==> config.mk <==
export PLATFORM = sky130hd
export DESIGN_NAME = adc_sequencer_error_flags
export DESIGN_NICKNAME = d
export VERILOG_FILES = /design/src/hdl/err_flags_pkg.sv /design/src/hdl/adc_sequencer_error_flags.sv
export SDC_FILE = /design/constraint.sdc
export NUM_CORES = 1
export LEC_CHECK = 0
export BUFFER_PORTS_ARGS = -buffer_cell sky130_fd_sc_hd__buf_2
export CORE_ASPECT_RATIO = 0.9
export CORE_UTILIZATION = 28
export DETAILED_ROUTE_END_ITERATION = 12
export GPL_TIMING_DRIVEN = 0
export SYNTH_ARGS = -nofsm -noshare
export SYNTH_HDL_FRONTEND = slang
export SYNTH_SLANG_ARGS = --single-unit
export TNS_END_PERCENT = 10
==> constraint.sdc <==
create_clock -name clk_i -period 2.2 [get_ports clk_i]
set_input_delay 0.11 -clock clk_i [delete_from_list [all_inputs] [get_ports clk_i]]
set_output_delay 0.11 -clock clk_i [all_outputs]
set_load 0.005 [all_outputs]
==> src/hdl/err_flags_pkg.sv <==
// Purpose: constants for the converter error flag block
// Assumes: classic wishbone, 32-bit data, byte addresses
// Notes:   flag register sits in low byte of its word
package err_flags_pkg;

  localparam int unsigned ADDR_W = 8;

  // register byte addresses
  localparam logic [7:0] ERR_FLAGS_ADDR = 8'h08;
  localparam logic [7:0] ERR_IRQ_EN_ADDR = 8'h06;
  localparam logic [7:0] CTRL_ADDR = 8'h00;

  // error flag bit positions
  localparam int unsigned IA_BIT = 7;
  localparam int unsigned CMD_BIT = 6;
  localparam int unsigned EOL_BIT = 5;
  localparam int unsigned TRIGGER_CONTROL_BIT_BIT = 3;
  localparam int unsigned RSTAR_BIT = 2;
  localparam int unsigned LIST_LOAD_OK_BIT_BIT = 1;

  // control register bit positions
  localparam int unsigned CTRL_EN_BIT = 0;
  localparam int unsigned CTRL_SR_BIT = 1;
  localparam int unsigned CTRL_TRIGMODE_BIT = 2;
  localparam int unsigned CTRL_STRSEQA_BIT = 3;
  localparam int unsigned CTRL_SINGLEBUF_BIT = 4;

  // masks
  localparam logic [7:0] FLAGS_RESET = 8'h00;
  localparam logic [7:0] SEVERE_MASK = 8'hE8;
  localparam logic [7:0] MINOR_MASK = 8'h06;
  localparam logic [7:0] CTRL_MASK = 8'h1F;
  localparam logic [7:0] CTRL_RESET = 8'h00;

endpackage

==> src/hdl/adc_sequencer_error_flags.sv <==
// Purpose: error flag register and halt logic of a command-list converter sequencer
// Assumes: event inputs are single-cycle pulses from logic on clk_i
// Notes:   soft reset bit self-clears; severe flags halt until soft reset
//
// Local design decision: register access over Wishbone.
`timescale 1ns/1ns

////////////////////////////////////////////////////////////////////////////////
// Contract
// - any severe flag set stops all converter operation.
// - soft reset needed to resume; it clears the four severe flags.
// - restart and load-ok flags never halt the converter.
// - restart and load-ok flags clear by writing one, or soft reset.
// - all flags held cleared while converter enable is zero.
// - writing zero keeps flags; writing one never sets; severe flags unwritable.
// - bit 7 set on illegal result store or command fetch outside memory.
// - bit 6 set on reserved command bits or reserved resolution encoding.
// - bit 5 set when executing list lacks an end-of-list command.
// - restart mode: trigger after abort without restart, or during restart load.
// - trigger mode: trigger before initial restart sets trigger-overlap.
// - trigger before current sequence finished sets trigger-overlap.
// - trigger while previous trigger starts sampling sets trigger-overlap.
// - trigger mode: automatic trigger coinciding with external trigger sets it.
// - bit 2 set on restart after trigger before list end or abort.
// - restart request overrun does not set restart-request flag.
// - bit 1 set in restart mode on restart without list load-ok.
// - no load-ok flag when abort pending or abort coincides with restart.
// - no load-ok flag on first restart after enable, stop, soft reset, single buffer.
// - trigger mode: restart automatically sets the trigger control bit.
// - each flag requests interrupt only when its enable bit is one.
module adc_sequencer_error_flags (
  // clock and reset
  input  wire logic        clk_i,
  input  wire logic        rst_i,
  // wishbone slave
  input  wire logic        cyc_i,
  input  wire logic        stb_i,
  input  wire logic        we_i,
  input  wire logic [7:0]  adr_i,
  input  wire logic [3:0]  sel_i,
  input  wire logic [31:0] dat_i,
  output logic      [31:0] dat_o,
  output logic             ack_o,
  // sequencer events, one-cycle pulses, and status levels
  input  wire logic        store_illegal_i,
  input  wire logic        fetch_illegal_i,
  input  wire logic        cmd_reserved_i,
  input  wire logic        cmd_bad_resolution_i,
  input  wire logic        list_end_missing_i,
  input  wire logic        trigger_i,
  input  wire logic        restart_i,
  input  wire logic        restart_overrun_i,
  input  wire logic        abort_req_i,
  input  wire logic        sequence_abort_pending_i,
  input  wire logic        list_load_ok_bit_i,
  input  wire logic        restart_load_done_i,
  input  wire logic        sequence_done_i,
  input  wire logic        first_cmd_sampling_i,
  input  wire logic        list_end_reached_i,
  input  wire logic        stop_exit_i,
  // status to the sequencer
  output logic             converter_run_o,
  output logic             trigger_control_bit_o,
  output logic             soft_reset_o,
  output logic             irq_o
);

  //////////////////////////////////////////////////////////////////////////////
  // state

  typedef struct packed {
    logic [7:0]  flags;
    logic [7:0]  irq_en;
    logic [7:0]  ctrl;
    logic        ack;
    logic [31:0] rdata;
    logic        aborted;     // abort seen, no restart since
    logic        restart_ld;  // restart loading first command
    logic        started;     // initial restart issued
    logic        seq_active;  // trigger taken, list not finished
    logic        first_rst;   // next restart is first since enable/sr/stop
    logic        trigger_control_bit_ctl;
    logic        run;
    logic        irq;
  } state_s;

  state_s q, d;

  logic        wr, rd_en;
  logic        en, sr, trigger_control_bit_mode;
  logic        ext_trigger_control_bit, any_trigger_control_bit;
  logic [7:0]  set_v, clr_v;

  //////////////////////////////////////////////////////////////////////////////
  // next state

  always_comb
  begin
    d = q;
    wr = cyc_i && stb_i && !q.ack && we_i && sel_i[0];
    rd_en = cyc_i && stb_i && !q.ack;
    en = q.ctrl[err_flags_pkg::CTRL_EN_BIT];
    sr = q.ctrl[err_flags_pkg::CTRL_SR_BIT];
    trigger_control_bit_mode = q.ctrl[err_flags_pkg::CTRL_TRIGMODE_BIT];
    ext_trigger_control_bit = trigger_i && q.run;
    // restart in trigger mode raises an automatic trigger
    any_trigger_control_bit = ext_trigger_control_bit || (trigger_control_bit_mode && restart_i && q.run);
    set_v = 8'h00;
    clr_v = 8'h00;

    // bus slave, registered ack one cycle after the request
    d.ack = rd_en;
    d.rdata = 32'h0000_0000;
    if (rd_en && !we_i)
    begin
      case (adr_i)
        err_flags_pkg::ERR_FLAGS_ADDR:  d.rdata = {24'h00_0000, q.flags};
        err_flags_pkg::ERR_IRQ_EN_ADDR: d.rdata = {24'h00_0000, q.irq_en};
        err_flags_pkg::CTRL_ADDR:       d.rdata = {24'h00_0000, q.ctrl};
        default:                        d.rdata = 32'h0000_0000;
      endcase
    end
    // soft reset bit self-clears after one cycle
    d.ctrl[err_flags_pkg::CTRL_SR_BIT] = 1'b0;
    if (wr && adr_i == err_flags_pkg::CTRL_ADDR)
    begin
      d.ctrl = dat_i[7:0] & err_flags_pkg::CTRL_MASK;
    end
    if (wr && adr_i == err_flags_pkg::ERR_IRQ_EN_ADDR)
    begin
      d.irq_en = dat_i[7:0] & (err_flags_pkg::SEVERE_MASK | err_flags_pkg::MINOR_MASK);
    end
    if (wr && adr_i == err_flags_pkg::ERR_FLAGS_ADDR)
    begin
      clr_v = dat_i[7:0] & err_flags_pkg::MINOR_MASK;
    end

    // error detection, only while running
    if (q.run)
    begin
      set_v[err_flags_pkg::IA_BIT] = store_illegal_i || fetch_illegal_i;
      set_v[err_flags_pkg::CMD_BIT] = cmd_reserved_i || cmd_bad_resolution_i;
      set_v[err_flags_pkg::EOL_BIT] = list_end_missing_i;
      set_v[err_flags_pkg::TRIGGER_CONTROL_BIT_BIT] =
          (!trigger_control_bit_mode && ext_trigger_control_bit && (q.aborted || q.restart_ld))
        || (trigger_control_bit_mode && ext_trigger_control_bit && !q.started && !restart_i)
        || (ext_trigger_control_bit && q.seq_active)
        || (ext_trigger_control_bit && first_cmd_sampling_i)
        || (trigger_control_bit_mode && ext_trigger_control_bit && restart_i);
      set_v[err_flags_pkg::RSTAR_BIT] = restart_i && q.seq_active
        && !list_end_reached_i && !abort_req_i
        && !q.aborted && !restart_overrun_i;
      set_v[err_flags_pkg::LIST_LOAD_OK_BIT_BIT] = !trigger_control_bit_mode && restart_i && !list_load_ok_bit_i
        && !sequence_abort_pending_i && !abort_req_i
        && !q.first_rst && !q.ctrl[err_flags_pkg::CTRL_SINGLEBUF_BIT];
    end

    // flow tracking for overlap detection
    if (abort_req_i)
    begin
      d.aborted = 1'b1;
      d.seq_active = 1'b0;
    end
    if (sequence_done_i || list_end_reached_i)
    begin
      d.seq_active = 1'b0;
    end
    if (restart_i && q.run)
    begin
      d.aborted = 1'b0;
      d.restart_ld = 1'b1;
      d.started = 1'b1;
      d.first_rst = 1'b0;
      d.seq_active = 1'b0;
    end
    if (restart_load_done_i)
    begin
      d.restart_ld = 1'b0;
    end
    if (any_trigger_control_bit && !set_v[err_flags_pkg::TRIGGER_CONTROL_BIT_BIT])
    begin
      d.seq_active = 1'b1;
    end
    d.trigger_control_bit_ctl = trigger_control_bit_mode && restart_i && q.run;
    if (stop_exit_i)
    begin
      d.first_rst = 1'b1;
    end

    // set beats a simultaneous write-one clear
    d.flags = ((q.flags & ~clr_v) | set_v)
            & (err_flags_pkg::SEVERE_MASK | err_flags_pkg::MINOR_MASK);
    if (sr)
    begin
      d.flags = err_flags_pkg::FLAGS_RESET;
      d.aborted = 1'b0;
      d.restart_ld = 1'b0;
      d.started = 1'b0;
      d.seq_active = 1'b0;
      d.first_rst = 1'b1;
    end
    if (!en)
    begin
      d.flags = err_flags_pkg::FLAGS_RESET;
      d.aborted = 1'b0;
      d.restart_ld = 1'b0;
      d.started = 1'b0;
      d.seq_active = 1'b0;
      d.first_rst = 1'b1;
    end

    // minor flags deliberately left out of the halt term
    d.run = en && !sr && ((d.flags & err_flags_pkg::SEVERE_MASK) == 8'h00);
    d.irq = (d.flags & d.irq_en) != 8'h00;
  end

  //////////////////////////////////////////////////////////////////////////////
  // registers

  always_ff @(posedge clk_i)
  begin
    if (rst_i)
    begin
      q <= '0;
    end
    else
    begin
      q <= d;
    end
  end

  assign dat_o = q.rdata;
  assign ack_o = q.ack;
  assign converter_run_o = q.run;
  assign trigger_control_bit_o = q.trigger_control_bit_ctl;
  assign soft_reset_o = q.ctrl[err_flags_pkg::CTRL_SR_BIT];
  assign irq_o = q.irq;

endmodule // adc_sequencer_error_flags

## Yosys cells after proc, flatten, opt, wreduce, memory -nomap -nowiden

Cells that the tools add are included.

- Flip-flop bits (word level): 62
- Input bits: 65
- Output and inout port bits: 37
- Word-level logic and storage cells: 105

- Equality and inequality tests: 3
- Muxes and demuxes: 14
- Bitwise gates (word level): 7
- Reductions and logical operators: 67

Operator list:

| kind | number |
|---|---|
| 1-bit logical AND | 34 |
| 8-bit two-way mux | 3 |
| 8-bit one-hot mux with 3 select lines | 1 |
| 8-bit bitwise AND | 2 |
| 8-bit logical NOT | 2 |
| 1-bit logical NOT | 15 |
| 1-bit logical OR | 9 |
| 3-bit two-way mux | 3 |
| 8-bit by 3-bit equality test with 1-bit output (second input constant) | 1 |
| 8-bit by 4-bit equality test with 1-bit output (second input constant) | 1 |
| 8-bit NOT | 1 |
| 8-bit OR | 1 |
| 8-bit nonzero test | 1 |
| 4-bit OR reduction | 2 |
| 1-bit two-way mux | 6 |
| 4-bit by 2-bit != test with 1-bit output (second input constant) | 1 |
| 4-bit nonzero test | 1 |
| 2-bit OR reduction | 2 |
| 1-bit NOT | 3 |
| 3-bit OR reduction | 1 |
| 2-bit two-way mux | 1 |

## Logic depth before layout (Yosys ltp)

- Depth in word-level cells: 14
- Mapped depth: 6
- Mapped depth without buffers: 5

## Least setup slack after synthesis

OpenSTA, ideal clock, no wires.

- Path kind: register -> register
- Start point: register q, in the netlist ack_o
- End point: register q, in the netlist irq_o
- Setup time: 0.130 ns
- Arrival time: 1.520 ns
- Data required time: 2.070 ns
- Slack: 0.550 ns
- Cell stages (with the launch flop): 7
- Path buffers: 1
- Period minus slack after synthesis: 1.650 ns
- Cell sequence: dfxtp_1 -> nand3b_1 -> and4bb_2 -> buf_2 -> mux2_2 -> a32oi_1 -> nand4_1

- Longest elaborated chain between the ends: 13
- Elaborated cells on any way between the ends: 15
- Those cells by class: 4 x mux; 4 x bitwise; 7 x reduce/logical

Ends and longest elaborated chain:

| item | RTL line | text |
|---|---|---|
| from (decl) | adc_sequencer_error_flags.sv:87 | `state_s q, d;` |
| from (signal assigned) | adc_sequencer_error_flags.sv:224 | `q <= '0;` |
| from (signal assigned) | adc_sequencer_error_flags.sv:228 | `q <= d;` |
| 1-bit logical NOT (*) | adc_sequencer_error_flags.sv:100 | `wr = cyc_i && stb_i && !q.ack && we_i && sel_i[0];` |
| 1-bit logical AND (*) (3 in series) | adc_sequencer_error_flags.sv:100 |  |
| 1-bit logical AND | adc_sequencer_error_flags.sv:133 | `if (wr && adr_i == err_flags_pkg::ERR_FLAGS_ADDR)` |
| 3-bit two-way mux | adc_sequencer_error_flags.sv:133 |  |
| 8-bit NOT | adc_sequencer_error_flags.sv:191 | `d.flags = ((q.flags & ~clr_v) \| set_v)` |
| 8-bit bitwise AND | adc_sequencer_error_flags.sv:191 |  |
| 8-bit OR | adc_sequencer_error_flags.sv:191 |  |
| 8-bit two-way mux | adc_sequencer_error_flags.sv:193 | `if (sr)` |
| 8-bit two-way mux | adc_sequencer_error_flags.sv:202 | `if (!en)` |
| 8-bit bitwise AND (*) | adc_sequencer_error_flags.sv:214 | `d.irq = (d.flags & d.irq_en) != 8'h00;` |
| 8-bit nonzero test (*) | adc_sequencer_error_flags.sv:214 |  |

Every way passes the cells marked *; elsewhere a longest branch is shown, timed or not.
A chain may end at the register's enable or synchronous reset.

## Worst setup path in the final report

Ends and elaborated chain as after synthesis.

==> out/metrics.yaml <==
clock_path_buffers: 2
cts_tree: "yes"
hpwlAfterDp_um: 2890
ys.flop_type: "dfxtp_1"
tns_ps: 0
cts_resized: 0
cts_sinks: 34
ys_types: 38
synth-xor-area-share_pct: 0
maxCapViolations: 0
synth-seq-area-share_pct: 41.1
ir_drop_mv: 0.286
ant_nets: 0
rows: 26
skew_ps: 4.45
routabilityCongestion: 0.766
final_cells: 329
synth-simple-area-share_pct: 23.4
slowest_delay_ps: 370
grt_usage_pct: 12.1
nNetsFinal: 323
cts_hold_buffers: 1
first_iter_violations: 62
routedWlPerCell_um: 11.1
mostFrequentLayoutCells: "buf_2, dfxtp_1, buf_4"
synthAdderAreaFrac_pct: 0
synth_mux_area_share_pct: 8.54
grt_max_degree: 11
drive_above_1_share_pct: 40.5
antenna_found_initial: 0
synth_top_family_by_area: "simple AND/OR/NAND/NOR gates"
routed_wl_um: 3650
yosysTopAreaCell: "dfxtp_1"
post_cts_buffers: 0
antenna_cells: 0
rsz0062_at_grt: "false"
postLayoutCellArea_sq_mm: 0.00218
startpoint_type: "flop"
finalPower_mw: 1.21
synth_compound_area_share_pct: 9.83
die_h_um: 74.9
htree_levels: 2
ios: 102
netlist_area_sq_mm: 0.00166
cp_max_fo: 6
yosys-top-cells-area: "dfxtp_1, buf_4, mux2_2, nor2_1, a22oi_1"
setup_violations: 0
cp-end-kind: "flop"
fmax_mhz: 550
dp_cells: 320
arrival_ps: 1980
grt_pass1_wl_um: 5790
postPlaceCellArea_sq_mm: 0.00208
maxSlewViolCount: 0
hold_violations: 0
syn_inst: 177
crit_chain: "nand3b_1 > and4bb_2 > buf_2 > mux2_2 > a32oi_1 > nand4_1"
cts_inserted_buffers: 5
drt_first_pass_iters: 4
drc: 0
mostFrequentLayoutCell: "buf_2"
port_buffers: 50
cp_data_required_time_ps: 2360
die-area_sq_mm: 0.00622
powerDensity_mw_per_mm2: 553
area_growth_pct: 31.7
crit_slowest_cell: "mux2_2"
finalWorstPathRequiredPeriod_ps: 1820
cts_root_buf: "clkbuf_8"
insertion_delay_ps: 290
status: "complete, no violations"
async_reset_ff_share_pct: 0
synth_seq_cells: 34
initial_utilization_pct: 29.1
hold_class: "input pin to flop"
syn_avg_cell_area_sq_um: 9.35
holdWs_ps: 57.1
synth-edff-count: 0
grt-ovfl-total: 0
grt_pass1_vias: 1241
coreArea_sq_mm: 0.00569
num_vias: 1383
synth.yosys.warnings: 0
period_share_pct: 82.6
synth_top_cell_area_share_pct: 41.1
viasPerCell: 4.20
path_clk_slew_ps: 70
tightest_slew_ps: 651
slew_headroom_pct: 56.3
p_leak_nw: 1.02
path_class: "flop to flop"
die_w_um: 83.1
## report_power, final
part	internal (mW)	switching (mW)
Combinational	0.0596	0.0465
Clock	0.252	0.229
Sequential	0.617	0.000926
Total	0.929	0.276
## state kept, by name, summed over array words and instances, names as in the netlist
| register | cells |
|---|---|
| soft_reset_o | 1 |
| irq_o | 1 |
| trigger_control_bit_o | 1 |
| en | 1 |
| converter_run_o | 1 |
| dat_o | 8 |
| ack_o | 1 |
| q | 20 |
## cell usage after synthesis (2+ instances only)
cell      count
a21oi_1       5
a22oi_1       6
a31oi_1       3
and2_1        5
buf_4        32
clkbuf_1      4
dfxtp_1      34
inv_1         5
mux2_2        9
mux2i_1       4
nand2_1       5
nand3_1       2
nand3b_1      2
nor2_1       19
nor2b_1       6
nor3_1        4
nor3b_1       3
nor4_1        3
nor4_4        2
nor4b_1       2
o211ai_1      2
o21ai_0       2
or3_1         3
## worst max-delay path, delay by kind of cell (launching register included)
| family | cells | cell delay, ps |
|---|---|---|
| buffers and inverters | 1 | 190 |
| flip-flops | 1 | 310 |
| AO/OA/AOI/OAI | 1 | 190 |
| AND/OR/NAND/NOR | 3 | 620 |
| multiplexers | 1 | 370 |
## worst paths after layout
check	start	end	slack, ps	cells past startpoint
worst max-delay path	ack_o$_SDFF_PP0_	irq_o$_SDFF_PP0_	380	6
worst min-delay path	dat_i[4]	q[45]$_SDFFE_PP0P_	60	3
worst max register to register	ack_o$_SDFF_PP0_	irq_o$_SDFF_PP0_	380	6
worst min register to register	q[56]$_SDFF_PP0_	dat_o[7]$_SDFF_PP0_	450	2
## stage by stage
step / worst slack, ps / util [%]
2_1_floorplan: 550 / -
3_3_place_gp: 259 / 36.5
3_5_place_dp: 241 / 36.5
4_1_cts: 354 / 38.3
5_1_grt: 287 / 38.3
6_report: 382 / 38.3
## area by class of cell
cell class                      instances  area [sq um]
Fill cell                             606          3510
Multi-Input combinational cell        124           782
Sequential cell                        34           681
Timing Repair Buffer                   51           260
Buffer                                 37           260
Tap cell                               70          87.6
Clock buffer                            7          86.3
Inverter                                5          18.8
Clock inverter                          1          5.00
## logic make-up (layout without fill, tap and decap cells)
logic type	count (synthesis)	after routing
DFF	34	34
other	1	24
buffers and inverters	42	101
muxes	13	13
AOI/OAI and AO/OA	24	24
and+or+nand+nor	63	63
## routing by layer
layer	share of wire, %	vias up	GRT usage, %
li1	-	728	-
met1	51	598	17.0
met2	42	51	17.5
met3	5.9	6	3.18
met4	1.5	0	5.75
met5	0	-	0
(Power assumes the default switching activity.)
